==> src/bspc_pkg.sv <==
package bspc_pkg;
   // Clock and second tick
   localparam int CLK_HZ = 125_000_000;
   localparam int SEC_TICK_MS = 1000;
   localparam int SEC_TICK_CYC = CLK_HZ / 1000 * SEC_TICK_MS;
   // Temperature limits in degrees
   localparam logic [7:0] SETPT_MIN = 8'h2d;
   localparam logic [7:0] SETPT_MAX = 8'h50;
   localparam logic [8:0] SUPERV_MARGIN = 9'h005;
   localparam logic [7:0] PRIO_LIMIT = 8'h48;
   // Fan and fuel figures in percent, fuel use in seconds per percent
   localparam logic [6:0] FAN_MIN_PCT = 7'h0a;
   localparam logic [6:0] FUEL_FULL_PCT = 7'h64;
   localparam logic [7:0] FUEL_SEC_PER_PCT = 8'h3c;
   // Stored parameter indices
   localparam int PARAM_CNT = 17;
   localparam logic [4:0] P_SETPT = 5'h00;
   localparam logic [4:0] P_BHYST = 5'h01;
   localparam logic [4:0] P_TSETPT = 5'h02;
   localparam logic [4:0] P_THYST = 5'h03;
   localparam logic [4:0] P_PUMPACT = 5'h04;
   localparam logic [4:0] P_FEED = 5'h05;
   localparam logic [4:0] P_PAUSE = 5'h06;
   localparam logic [4:0] P_BLOW = 5'h07;
   localparam logic [4:0] P_SFEED = 5'h08;
   localparam logic [4:0] P_SPAUSE = 5'h09;
   localparam logic [4:0] P_SFAN = 5'h0a;
   localparam logic [4:0] P_MFEED = 5'h0b;
   localparam logic [4:0] P_MPAUSE = 5'h0c;
   localparam logic [4:0] P_MBLOW = 5'h0d;
   localparam logic [4:0] P_FIRET = 5'h0e;
   localparam logic [4:0] P_FLUESET = 5'h0f;
   localparam logic [4:0] P_ROOM = 5'h10;
   // Reset values, same order as the indices
   localparam logic [7:0] PARAM_RST [PARAM_CNT] = '{
      8'h3c, 8'h03, 8'h37, 8'h05, 8'h28, 8'h05, 8'h1e, 8'h3c,
      8'h03, 8'h3c, 8'h1e, 8'h04, 8'h2d, 8'h32, 8'h1e, 8'h32, 8'h15};
   // Manual actuator bit positions
   localparam int MAN_FEED = 0;
   localparam int MAN_FAN = 1;
   localparam int MAN_CH = 2;
   localparam int MAN_DHW = 3;
   localparam int MAN_AUX = 4;
   localparam int MAN_VALVE = 6;
   // Boiler stages and pump modes
   typedef enum logic [2:0] {
      STG_OPER, STG_SUSTAIN, STG_SUPERV, STG_DAMPED, STG_ARMED, STG_FIREUP
   } bspc_stage_t;
   typedef enum logic [1:0] {PM_HOUSE, PM_PRIO, PM_PARALLEL, PM_SUMMER} bspc_pmode_t;
endpackage

==> src/bspc_hyst.sv <==
`timescale 1ns/1ns
// Two-level thermostat, evaluated on each sample
module bspc_hyst (
   input wire logic ref_clk,
   input wire logic srst,
   input wire logic sampleStb,
   input wire logic [7:0] temp,
   input wire logic [7:0] setLevel,
   input wire logic [7:0] hyst,
   output logic satFf
);
   // Clear level as a sum test, so no underflow below zero
   logic reached;
   logic dropped;
   assign reached = temp >= setLevel;
   assign dropped = ({1'b0, temp} + {1'b0, hyst}) <= {1'b0, setLevel};

   // Holds between the two levels
   always_ff @(posedge ref_clk) begin
      if (srst) begin
         satFf <= 1'b0;
      end else if (sampleStb && reached) begin
         satFf <= 1'b1;
      end else if (sampleStb && dropped) begin
         satFf <= 1'b0;
      end
   end
endmodule

==> src/bspc_cycle.sv <==
`timescale 1ns/1ns
// On/pause timer in whole seconds
module bspc_cycle (
   input wire logic ref_clk,
   input wire logic srst,
   input wire logic secTick,
   input wire logic run,
   input wire logic [7:0] onSec,
   input wire logic [7:0] offSec,
   output logic phaseOnFf
);
   logic [7:0] cntFf;
   logic [7:0] cntInc;
   logic phaseEnd;
   assign cntInc = cntFf + 8'h01;
   // Phase ends once its length in seconds has passed
   assign phaseEnd = phaseOnFf ? (cntInc >= onSec) : (cntInc >= offSec);

   // Idle restarts with the on phase
   always_ff @(posedge ref_clk) begin
      if (srst || !run) begin
         phaseOnFf <= 1'b1;
         cntFf <= 8'h00;
      end else if (secTick && phaseEnd) begin
         phaseOnFf <= !phaseOnFf;
         cntFf <= 8'h00;
      end else if (secTick) begin
         cntFf <= cntInc;
      end
   end
endmodule

==> src/bspc_top.sv <==
`timescale 1ns/1ns
module bspc_top
   import bspc_pkg::*;
#(
   parameter int SEC_CYCLES = SEC_TICK_CYC // Cycles per second tick
) (
   input wire logic ref_clk,
   input wire logic srst,
   input wire logic sampleStb,
   input wire logic [7:0] boilerTemp,
   input wire logic [7:0] tankTemp,
   input wire logic [7:0] flueTemp,
   input wire logic signed [7:0] scheduleDev,
   input wire bspc_pmode_t pumpMode,
   input wire logic roomLinkEn,
   input wire logic fanStartLow,
   input wire logic manualOn,
   input wire logic [8:0] manualAct,
   input wire logic [6:0] manualFanPct,
   input wire logic fireUpCmd,
   input wire logic dampCmd,
   input wire logic tankFullCmd,
   input wire logic [4:0] editSel,
   input wire logic [7:0] editVal,
   input wire logic editConfirm,
   input wire logic editCancel,
   output bspc_stage_t stageFf,
   output logic dampOfferedFf,
   output logic fanOnFf,
   output logic [6:0] fanPctFf,
   output logic feederFf,
   output logic central_heatingPumpFf,
   output logic domestic_hot_waterPumpFf,
   output logic [1:0] auxPumpFf,
   output logic [2:0] valveFf,
   output logic [6:0] fuelPctFf,
   output logic [7:0] effSetptFf,
   output logic [7:0] roomSetptFf
);
   // Stored user parameters
   logic [7:0] paramFf [PARAM_CNT];
   // Second divider
   logic [31:0] secCntFf;
   logic secTickFf;
   // Flue hold timer
   logic [7:0] flueCntFf;
   logic flueOkFf;
   // Sampled boiler conditions
   logic pumpOkFf, prioHotFf;
   // Fan start and fuel use
   logic kickFf;
   logic [7:0] feedSecFf;
   bspc_stage_t nxtStage;
   logic tankSat, feedPhase;
   // Parameter edit decode
   logic editValid, editWe;
   logic [7:0] editClamp, editWrVal;
   assign editValid = editSel < 5'(PARAM_CNT);
   // Room setpoint locked until the room link is enabled
   assign editWe = editConfirm && !editCancel && editValid
                   && (editSel != P_ROOM || roomLinkEn);
   assign editClamp = (editVal < SETPT_MIN) ? SETPT_MIN :
                      (editVal > SETPT_MAX) ? SETPT_MAX : editVal;
   assign editWrVal = (editSel == P_SETPT) ? editClamp : editVal;

   // Only confirmed edits reach the store
   always_ff @(posedge ref_clk) begin
      if (srst) begin
         for (int i = 0; i < PARAM_CNT; i++) begin
            paramFf[i] <= PARAM_RST[i];
         end
      end else if (editWe) begin
         paramFf[editSel] <= editWrVal;
      end
   end
   // Named parameter views
   logic [7:0] userSetpt, boilHyst, fireTime;
   assign userSetpt = paramFf[P_SETPT];
   assign boilHyst = paramFf[P_BHYST];
   assign fireTime = paramFf[P_FIRET];
   assign roomSetptFf = paramFf[P_ROOM];

   // Effective setpoint: signed sum then clamp
   logic signed [9:0] effSum;
   logic [7:0] effSetpt;
   assign effSum = $signed({2'b00, userSetpt}) + $signed({{2{scheduleDev[7]}}, scheduleDev});
   assign effSetpt = (effSum < $signed({2'b00, SETPT_MIN})) ? SETPT_MIN :
                     (effSum > $signed({2'b00, SETPT_MAX})) ? SETPT_MAX :
                     effSum[7:0];

   // Setpoint reported from a register
   always_ff @(posedge ref_clk) begin
      if (srst) begin
         effSetptFf <= PARAM_RST[P_SETPT];
      end else begin
         effSetptFf <= effSetpt;
      end
   end

   // One-cycle tick each second
   always_ff @(posedge ref_clk) begin
      if (srst || secCntFf == 32'(SEC_CYCLES - 1)) begin
         secCntFf <= 32'h0000_0000;
      end else begin
         secCntFf <= secCntFf + 32'h0000_0001;
      end
   end
   always_ff @(posedge ref_clk) begin
      if (srst) begin
         secTickFf <= 1'b0;
      end else begin
         secTickFf <= (secCntFf == 32'(SEC_CYCLES - 1));
      end
   end
   // Boiler comparisons against the effective setpoint; flue against its own set level
   logic superHot, atSet, coolDown, fireDone, flueHot, flueHeld;
   assign superHot = {1'b0, boilerTemp} > ({1'b0, effSetpt} + SUPERV_MARGIN);
   assign atSet = boilerTemp >= effSetpt;
   assign coolDown = ({1'b0, boilerTemp} + {1'b0, boilHyst}) <= {1'b0, effSetpt};
   assign fireDone = ({1'b0, boilerTemp} + {1'b0, boilHyst}) >= {1'b0, effSetpt};
   assign flueHot = flueTemp >= paramFf[P_FLUESET];
   assign flueHeld = flueOkFf && flueHot && (flueCntFf >= fireTime);

   // Flue level caught per sample; any dip restarts the hold
   always_ff @(posedge ref_clk) begin
      if (srst) begin
         flueOkFf <= 1'b0;
      end else if (sampleStb) begin
         flueOkFf <= flueHot;
      end
   end
   always_ff @(posedge ref_clk) begin
      if (srst || stageFf != STG_ARMED || !flueOkFf || (sampleStb && !flueHot)) begin
         flueCntFf <= 8'h00;
      end else if (secTickFf && flueCntFf != 8'hff) begin
         flueCntFf <= flueCntFf + 8'h01;
      end
   end

   // Stage sequencing; temperature moves only on a sample
   always_comb begin
      nxtStage = stageFf;
      unique case (stageFf)
         STG_OPER: begin
            if (dampCmd) begin
               nxtStage = STG_DAMPED;
            end else if (sampleStb && superHot) begin
               nxtStage = STG_SUPERV;
            end else if (sampleStb && atSet) begin
               nxtStage = STG_SUSTAIN;
            end
         end
         STG_SUSTAIN: begin
            if (dampCmd) begin
               nxtStage = STG_DAMPED;
            end else if (sampleStb && coolDown) begin
               nxtStage = STG_OPER;
            end
         end
         STG_SUPERV: begin
            if (dampCmd) begin
               nxtStage = STG_DAMPED;
            end else if (sampleStb && coolDown) begin
               nxtStage = STG_OPER;
            end
         end
         STG_DAMPED: begin
            if (fireUpCmd) begin
               nxtStage = STG_ARMED;
            end
         end
         STG_ARMED: begin
            if (dampCmd) begin
               nxtStage = STG_DAMPED;
            end else if (sampleStb && flueHeld) begin
               nxtStage = STG_FIREUP;
            end
         end
         STG_FIREUP: begin
            if (dampCmd) begin
               nxtStage = STG_DAMPED;
            end else if (sampleStb && fireDone) begin
               nxtStage = STG_OPER;
            end
         end
      endcase
   end

   // Power-on lands in operation
   always_ff @(posedge ref_clk) begin
      if (srst) begin
         stageFf <= STG_OPER;
      end else begin
         stageFf <= nxtStage;
      end
   end

   // Running stages offer damping, the damped one fire-up
   logic running;
   assign running = stageFf == STG_OPER || stageFf == STG_SUSTAIN || stageFf == STG_SUPERV;
   always_ff @(posedge ref_clk) begin
      if (srst) begin
         dampOfferedFf <= 1'b1;
      end else begin
         dampOfferedFf <= running;
      end
   end

   // Pump threshold and overheat limit, per sample
   always_ff @(posedge ref_clk) begin
      if (srst) begin
         pumpOkFf <= 1'b0;
         prioHotFf <= 1'b0;
      end else if (sampleStb) begin
         pumpOkFf <= boilerTemp >= paramFf[P_PUMPACT];
         prioHotFf <= boilerTemp >= PRIO_LIMIT;
      end
   end
   // Tank thermostat
   bspc_hyst tankHyst (
      .ref_clk(ref_clk),
      .srst(srst),
      .sampleStb(sampleStb),
      .temp(tankTemp),
      .setLevel(paramFf[P_TSETPT]),
      .hyst(paramFf[P_THYST]),
      .satFf(tankSat)
   );
   // Per-stage feed timing and blow force
   logic prioStop, feedRun, fanRun;
   logic [7:0] onSec, offSec;
   logic [6:0] blowPct;
   assign prioStop = pumpMode == PM_PRIO && prioHotFf;
   assign feedRun = (running || stageFf == STG_FIREUP) && !prioStop;
   // Fan keeps blowing while armed and during fire-up
   assign fanRun = stageFf != STG_DAMPED && !prioStop;
   // Fire-up borrows the slow sustain cadence for gradual feeding
   assign onSec = (stageFf == STG_SUPERV) ? paramFf[P_MFEED] :
                  (stageFf == STG_OPER) ? paramFf[P_FEED] : paramFf[P_SFEED];
   assign offSec = (stageFf == STG_SUPERV) ? paramFf[P_MPAUSE] :
                   (stageFf == STG_OPER) ? paramFf[P_PAUSE] : paramFf[P_SPAUSE];
   assign blowPct = (stageFf == STG_SUSTAIN) ? paramFf[P_SFAN][6:0] :
                    (stageFf == STG_SUPERV) ? paramFf[P_MBLOW][6:0] :
                    paramFf[P_BLOW][6:0];
   // Feeder on/pause cadence
   bspc_cycle feedCycle (
      .ref_clk(ref_clk),
      .srst(srst),
      .secTick(secTickFf),
      .run(feedRun),
      .onSec(onSec),
      .offSec(offSec),
      .phaseOnFf(feedPhase)
   );
   // Pump wishes by mode; house heating never looks at the tank
   logic chWant, dhwWant;
   assign chWant = (pumpMode == PM_HOUSE) || (pumpMode == PM_PARALLEL)
                   || (pumpMode == PM_PRIO && tankSat);
   assign dhwWant = (pumpMode == PM_SUMMER)
                    || (pumpMode != PM_HOUSE && !tankSat);
   // Actuator next values; manual overrides everything
   logic nxtFan, nxtFeed, nxtKick;
   logic [6:0] nxtFanPct;
   assign nxtFan = manualOn ? manualAct[MAN_FAN] : fanRun;
   assign nxtFeed = manualOn ? manualAct[MAN_FEED] : (feedRun && feedPhase);
   // Low start lasts until the next second tick
   assign nxtKick = (nxtFan && !fanOnFf && fanStartLow) || (kickFf && !secTickFf);
   assign nxtFanPct = manualOn ? manualFanPct :
                      nxtKick ? FAN_MIN_PCT : blowPct;

   // Actuators follow one cycle after the stage changes
   always_ff @(posedge ref_clk) begin
      if (srst) begin
         fanOnFf <= 1'b0;
         feederFf <= 1'b0;
         fanPctFf <= 7'h00;
         kickFf <= 1'b0;
      end else begin
         fanOnFf <= nxtFan;
         feederFf <= nxtFeed;
         fanPctFf <= nxtFan ? nxtFanPct : 7'h00;
         kickFf <= nxtKick && nxtFan;
      end
   end

   // Pumps gated by the activation threshold outside manual mode
   always_ff @(posedge ref_clk) begin
      if (srst) begin
         central_heatingPumpFf <= 1'b0;
         domestic_hot_waterPumpFf <= 1'b0;
         auxPumpFf <= 2'b00;
         valveFf <= 3'b000;
      end else if (manualOn) begin
         central_heatingPumpFf <= manualAct[MAN_CH];
         domestic_hot_waterPumpFf <= manualAct[MAN_DHW];
         auxPumpFf <= manualAct[MAN_AUX +: 2];
         valveFf <= manualAct[MAN_VALVE +: 3];
      end else begin
         central_heatingPumpFf <= pumpOkFf && chWant;
         domestic_hot_waterPumpFf <= pumpOkFf && dhwWant;
         auxPumpFf <= 2'b00;
         valveFf <= 3'b000;
      end
   end

   // Fuel gauge: one percent per fixed count of feeding seconds
   always_ff @(posedge ref_clk) begin
      if (srst || tankFullCmd) begin
         fuelPctFf <= FUEL_FULL_PCT;
         feedSecFf <= 8'h00;
      end else if (secTickFf && feederFf) begin
         if (feedSecFf + 8'h01 >= FUEL_SEC_PER_PCT) begin
            feedSecFf <= 8'h00;
            fuelPctFf <= (fuelPctFf == 7'h00) ? 7'h00 : fuelPctFf - 7'h01;
         end else begin
            feedSecFf <= feedSecFf + 8'h01;
         end
      end
   end
endmodule

==> config.mk <==
export PLATFORM = sky130hd
export DESIGN_NAME = bspc_top
export DESIGN_NICKNAME = d
export VERILOG_FILES = /design/src/bspc_pkg.sv /design/src/bspc_hyst.sv /design/src/bspc_cycle.sv /design/src/bspc_top.sv
export SDC_FILE = /design/constraint.sdc
export NUM_CORES = 1
export LEC_CHECK = 0
export BUFFER_PORTS_ARGS = -buffer_cell sky130_fd_sc_hd__clkbuf_2
export CAP_MARGIN = 40
export CORE_ASPECT_RATIO = 2
export CORE_UTILIZATION = 55
export DETAILED_ROUTE_END_ITERATION = 10
export MAX_ROUTING_LAYER = met4
export PLACE_DENSITY = 0.85
export RECOVER_POWER = 25
export SLEW_MARGIN = 20
export SYNTH_ARGS = -nofsm -noshare
export SYNTH_HDL_FRONTEND = slang
export SYNTH_SLANG_ARGS = --single-unit
export TNS_END_PERCENT = 5
==> constraint.sdc <==
create_clock -name ref_clk -period 11.8 [get_ports ref_clk]
set_input_delay 1.77 -clock ref_clk [delete_from_list [all_inputs] [get_ports ref_clk]]
set_output_delay 1.77 -clock ref_clk [all_outputs]
set_load 0.01 [all_outputs]
## Word-level counts from Yosys, hierarchy flattened

Memory sizes are Yosys's and may differ from the RTL's.
Cells that the tools add are included.

- Input bits: 74
- Word-level logic and storage cells: 175
- Bits in registers: 98
- Memories kept: 1
- Bits in writable memories: 136
- Memory bits (read-only): 0
- Bits in latches: 0
- Output and inout port bits: 43

- Eq/ne operators: 18
- Multiply operators: 0
- Divide/modulo/power cells: 0
- Shifts and indexed selects: 0
- Add/subtract/negate cells: 9
- $lt $le $gt $ge: 18
- Bitwise operators: 2
- Mux-type cells: 41
- Reductions and logical operators: 64

Memories:

| memory | depth | width | read ports | clocked after memory_dff | write ports | RTL line | RTL |
|---|---|---|---|---|---|---|---|
| paramFf | 17 | 8 | 17 | 0 | 17 | bspc_top.sv:41 | `logic [7:0] paramFf [PARAM_CNT];` |

Operator list:

| operator | count |
|---|---|
| $mux W8 | 11 |
| $ge A8 B8 Y1 | 7 |
| $mux W7 | 5 |
| $add A32 B1 Y32 const B | 1 |
| $eq A32 B27 Y1 const B | 1 |
| $mux W3 | 10 |
| $logic_and A1 B1 Y1 | 28 |
| $add A8 B1 Y8 const B | 3 |
| $add A8 B8 Y9 | 2 |
| $le A9 B8 Y1 | 2 |
| $pmux W3 S5 | 1 |
| $logic_or A1 B1 Y1 | 14 |
| $mux W1 | 13 |
| $add A9 B8 Y10 | 1 |
| $gt A10 B8 Y1 const B | 1 |
| $lt A10 B7 Y1 const B | 1 |
| $add A8 B3 Y9 const B | 1 |
| $ge A9 B8 Y1 | 1 |
| $gt A8 B9 Y1 | 1 |
| $logic_not A1 Y1 | 9 |
| $ne A3 B3 Y1 const B | 3 |
| $ge A8 B6 Y1 const B | 1 |
| $ge A8 B7 Y1 const B | 1 |
| $gt A8 B7 Y1 const B | 1 |
| other kinds (25) | 33 |

## Logic depth before layout (Yosys ltp)

- Word-level depth: 10
- Depth in mapped cells: 20
- Mapped depth without buffers: 20

## By module

From an unflattened synthesis, not the netlist that was laid out.

- Cell total of the unflattened synthesis: 1,380
- Area, all modules: 13,078.8 um2

Modules (own cells, without submodules):

| module | seq. area each (um2) | area an instance (um2) | instances | cells an instance |
|---|---|---|---|---|
| bspc_top | 5,755.5 | 11,462.2 | 1 | 1,186 |
| bspc_cycle | 180.2 | 889.6 | 1 | 103 |
| bspc_hyst | 20.0 | 726.9 | 1 | 91 |

## Worst setup path after synthesis

OpenSTA, ideal clock, no wires.

- Path type: input-to-reg
- Start point: input port scheduleDev[0]
- End point: register stageFf[1]
- Data arrival time: 6.074 ns
- Path buffers: 0
- Path slack: 5.609 ns
- Library setup time: 0.117 ns
- Stages on the path: 19
- Path through: ha_1 > fa_1 > and3_1 > or3_1 > a211oi_2 > nor3_1 > o32ai_2 > a21oi_1 > o21a_1 > or2_2 > o21ai_1 > inv_1 > ha_1 > nand4b_1 > o221ai_1 > a21oi_1 > nor4bb_1 > or4_4 > a22o_1

- Cells in the longest elaborated chain, start to end: 10

Ends and longest elaborated chain:

| what | RTL line | RTL |
|---|---|---|
| from (decl) | bspc_top.sv:13 | `input wire logic signed [7:0] scheduleDev,` |
| $add A9 B8 Y10 * | bspc_top.sv:86 | `assign effSum = $signed({2'b00, userSetpt}) + $signed({{2{scheduleDev[7]}}, scheduleDev});` |
| $gt A10 B8 Y1 | bspc_top.sv:88 | `(effSum > $signed({2'b00, SETPT_MAX})) ? SETPT_MAX :` |
| $mux W8 | bspc_top.sv:88 |  |
| $mux W8 * | bspc_top.sv:87 | `assign effSetpt = (effSum < $signed({2'b00, SETPT_MIN})) ? SETPT_MIN :` |
| $add A8 B3 Y9 | bspc_top.sv:117 | `assign superHot = {1'b0, boilerTemp} > ({1'b0, effSetpt} + SUPERV_MARGIN);` |
| $gt A8 B9 Y1 | bspc_top.sv:117 |  |
| $logic_and A1 B1 Y1 | bspc_top.sv:147 | `end else if (sampleStb && superHot) begin` |
| $mux W3 | bspc_top.sv:147 |  |
| $mux W3 | bspc_top.sv:145 | `if (dampCmd) begin` |
| $pmux W3 S5 | bspc_top.sv:143 | `unique case (stageFf)` |
| to (signal assigned) | bspc_top.sv:194 | `stageFf <= nxtStage;` |
| to (decl) | bspc_top.sv:27 | `output bspc_stage_t stageFf,` |

Every way passes the cells marked *; elsewhere a longest branch is shown, timed or not.
A chain may end at the register's enable or synchronous reset.

## Final worst setup path

Ends and elaborated chain as after synthesis.

==> results.cfg <==
[run_status]
status = finished with violations
violations = max-capacitance violations, max-slew violations

[setup_path]
critPathKind = input pin to flip-flop
cp_max_fo = 7
cp.required_ns = 12.23
r2r_end = stageFf[1]
arrival_ns = 6.81
start_kind = input pin
reg2reg_depth = 19
reg2reg_from = paramFf[0][0]
reg2reg_slack_ns = 6.37
critPathCaptureType = flip-flop

[min_path]
hold_path.startpoint = secCntFf[0]
min_path_cells = 1
min_path_type = flip-flop to flip-flop
holdPathEnd = secCntFf[0]

[global_routing]
grt_pass1_wl_um = 49200
grt_usage = 0.277
grt_max_degree = 33
grt_pass1_vias = 10635
grt_overflow = 0
antenna_found_initial = 0

[clock_network]
cts_buffers = 21
cts_tree = yes
cts-resized-gates = 0
cts_sinks = 231
clkLatencyLatePin_ns = 0.54
cts-root-buf = clkbuf_16
post_cts_buffers = 0
cts.clk_slew.worst_paths_ns = 0.07
cts_max_level = 1
clockBufferDepth = 3
cts_hold_buffers = 0

[synth]
dominantRegCellSynth = edfxtp_1
async_reset_ff_frac = 0
synth_cells = 1319
synth_area_um2 = 12700
synth_area_leaders = edfxtp_1 (31%), dfxtp_1 (15%), ha_1 (11%)
ys_seq_area_frac = 0.468
synth-warning-count = 0
synth_top_area_frac = 0.314
synthDistinctLibCells = 77
synth-seq-cells = 231
yosysTopAreaCell = edfxtp_1
synth-edff-count = 133
syn_area_per_cell_um2 = 9.64

[placed_design]
portBuffers = 116
place.detailed.hpwl_um = 23200
routabilityCongestion = 0.881

[timing]
fmaxAchievable_mhz = 157
worst_pin_slew_ns = 1.80
period_share = 0.541
fin_skew_ns = 0.0144
maxSlewHeadroom = -0.197
tns_ns = 0
hold_viol_final = 0
rsz0062_at_grt = no
setup_viol = 0
min_period_ns = 6.38
final_max_slew_viol_count = 47

[floorplanning]
die_h_um = 217
die_w_um = 110
design.die.area_um2 = 23800
initial_core_util = 0.562
rows = 78
core_area_um2 = 22600
pin_count = 117

[detailed_routing]
drc_errors = 0
avgViaCountPerCell = 5.96
drt_iter0_markers = 552
wirelength_um = 31200
num_vias = 10333
wl_per_cell_um = 18.0
drtPass1Iterations = 5
antenna_left = 0

[job]
cap_violations = 2

[power]
p_leak_nw = 5.94
ir_drop_uv = 165
power.total_mw = 2.13
p_per_area_nw_per_um2 = 149

[cells_and_area]
areaGrowthSynthToFinish_pct = 12.5
drive_gt1_frac = 0.0983
num-nets-final = 1624
where the power goes:
group / total [mW] / leakage (nW) / internal (mW) / switching [mW]
combinational: 0.477 / 3.50 / 0.183 / 0.294
sequential: 0.912 / 2.09 / 0.889 / 0.0234
clock: 0.741 / 0.350 / 0.420 / 0.321
total: 2.13 / 5.94 / 1.49 / 0.638
cells in the mapped netlist, drive strengths merged, types with 8 or more instances:
cell type / number
inv: 70
o211ai: 8
o22ai: 11
ha: 108
nand4: 14
edfxtp: 133
a21oi: 69
or3: 13
dfxtp: 98
nand2: 160
and3: 25
mux2i: 22
nand2b: 16
nor2b: 10
a21o: 39
nor4: 8
nand3: 44
nor2: 185
clkbuf: 32
o21ai: 47
xor2: 40
o21a: 19
xnor2: 28
nor3: 20
and2: 8
final cells by class:
type	instances	area (um^2)
clock buffers	21	526
flip-flops and latches	231	5960
inverters	70	263
multi-input cells	982	6350
fillers	1819	8340
well taps	280	350
diodes	1	2.50
clock inverters	17	213
repair buffers	133	649
flip-flops by register name, summed over array words and instances (netlist names):
register                  cells
paramFf                     133
secCntFf                     32
effSetptFf                    8
feedCycle.cntFf               8
feedSecFf                     8
flueCntFf                     8
fanPctFf                      7
fuelPctFf                     7
stageFf                       3
valveFf                       3
auxPumpFf                     2
central_heatingPumpFf         1
dampOfferedFf                 1
domestic_hot_waterPumpFf      1
fanOnFf                       1
feedCycle.phaseOnFf           1
feederFf                      1
flueOkFf                      1
kickFf                        1
prioHotFf                     1
pumpOkFf                      1
secTickFf                     1
tankHyst.satFf                1
placed cells by master (no fill, tap or decap), types with 25 or more instances in the layout:
cell and instances:
a21o_1 39, a21oi_1 67, and3_1 25, clkbuf_1 40, clkbuf_2 78, dfxtp_1 98, edfxtp_1 133, ha_1 108
inv_1 70, nand2_1 160, nand3_1 43, nor2_1 185, o21ai_0 42, xnor2_1 28, xor2_1 40
cells by family (layout without fill, tap and decap cells):
family | after synthesis | count (layout) | share of synthesized area
AND/OR/NAND/NOR | 530 | 530 | 0.192
adder cells (fa/ha/maj) | 114 | 114 | 0.113
other | 2 | 6 | 0.000591
multiplexers | 22 | 22 | 0.0173
buffers and inverters | 109 | 241 | 0.0334
AO/OA/AOI/OAI | 243 | 243 | 0.128
flip-flops | 231 | 231 | 0.468
XOR/XNOR | 68 | 68 | 0.0468
worst max-delay path by stage:
stage,end,startpoint,cells past startpoint,slack [ns]
after floorplan,stageFf[1],scheduleDev[0],19,5.61
after global placement,stageFf[1],scheduleDev[0],20,5.08
after detailed placement,stageFf[1],scheduleDev[0],20,4.91
after CTS,stageFf[1],scheduleDev[0],20,5.47
after global routing,stageFf[1],scheduleDev[0],20,5.07
final,stageFf[1],scheduleDev[0],20,5.42
critical path: stages:
cell and delay (ns):
clkbuf_2 0.09, ha_1 0.24, fa_1 0.47, and3_1 0.23, or3_1 0.38, a211oi_2 0.30
nor3_1 0.09, o32ai_2 0.52, a21oi_1 0.21, o21a_1 0.20, or2_2 0.30, o21ai_1 0.18
inv_1 0.06, ha_1 0.30, nand4b_1 0.10, o221ai_1 0.12, a21oi_1 0.36, nor4bb_1 0.15
or4_4 0.55, a22o_1 0.19
metal layers:
layer / GRT usage / vias to the layer above / part of all wire
li1: - / 4915 / -
met1: 0.255 / 4894 / 0.34
met2: 0.509 / 368 / 0.54
met3: 0.0353 / 156 / 0.049
met4: 0.189 / 0 / 0.070
met5: - / - / 0
metrics by stage:
step           hold WS [ns]  cell area, um^2  utilization  worst slack (ns)  std cells
2_1_floorplan         0.430            12700            -              5.61       1322
3_3_place_gp          0.441            13600        0.600              5.08       1688
3_5_place_dp          0.461            13600        0.602              4.91       1695
4_1_cts               0.482            14400        0.635              5.47       1733
5_1_grt               0.498            14300        0.632              5.07       1734
6_report              0.471            14300        0.632              5.42       1735
(Power assumes the default switching activity.)
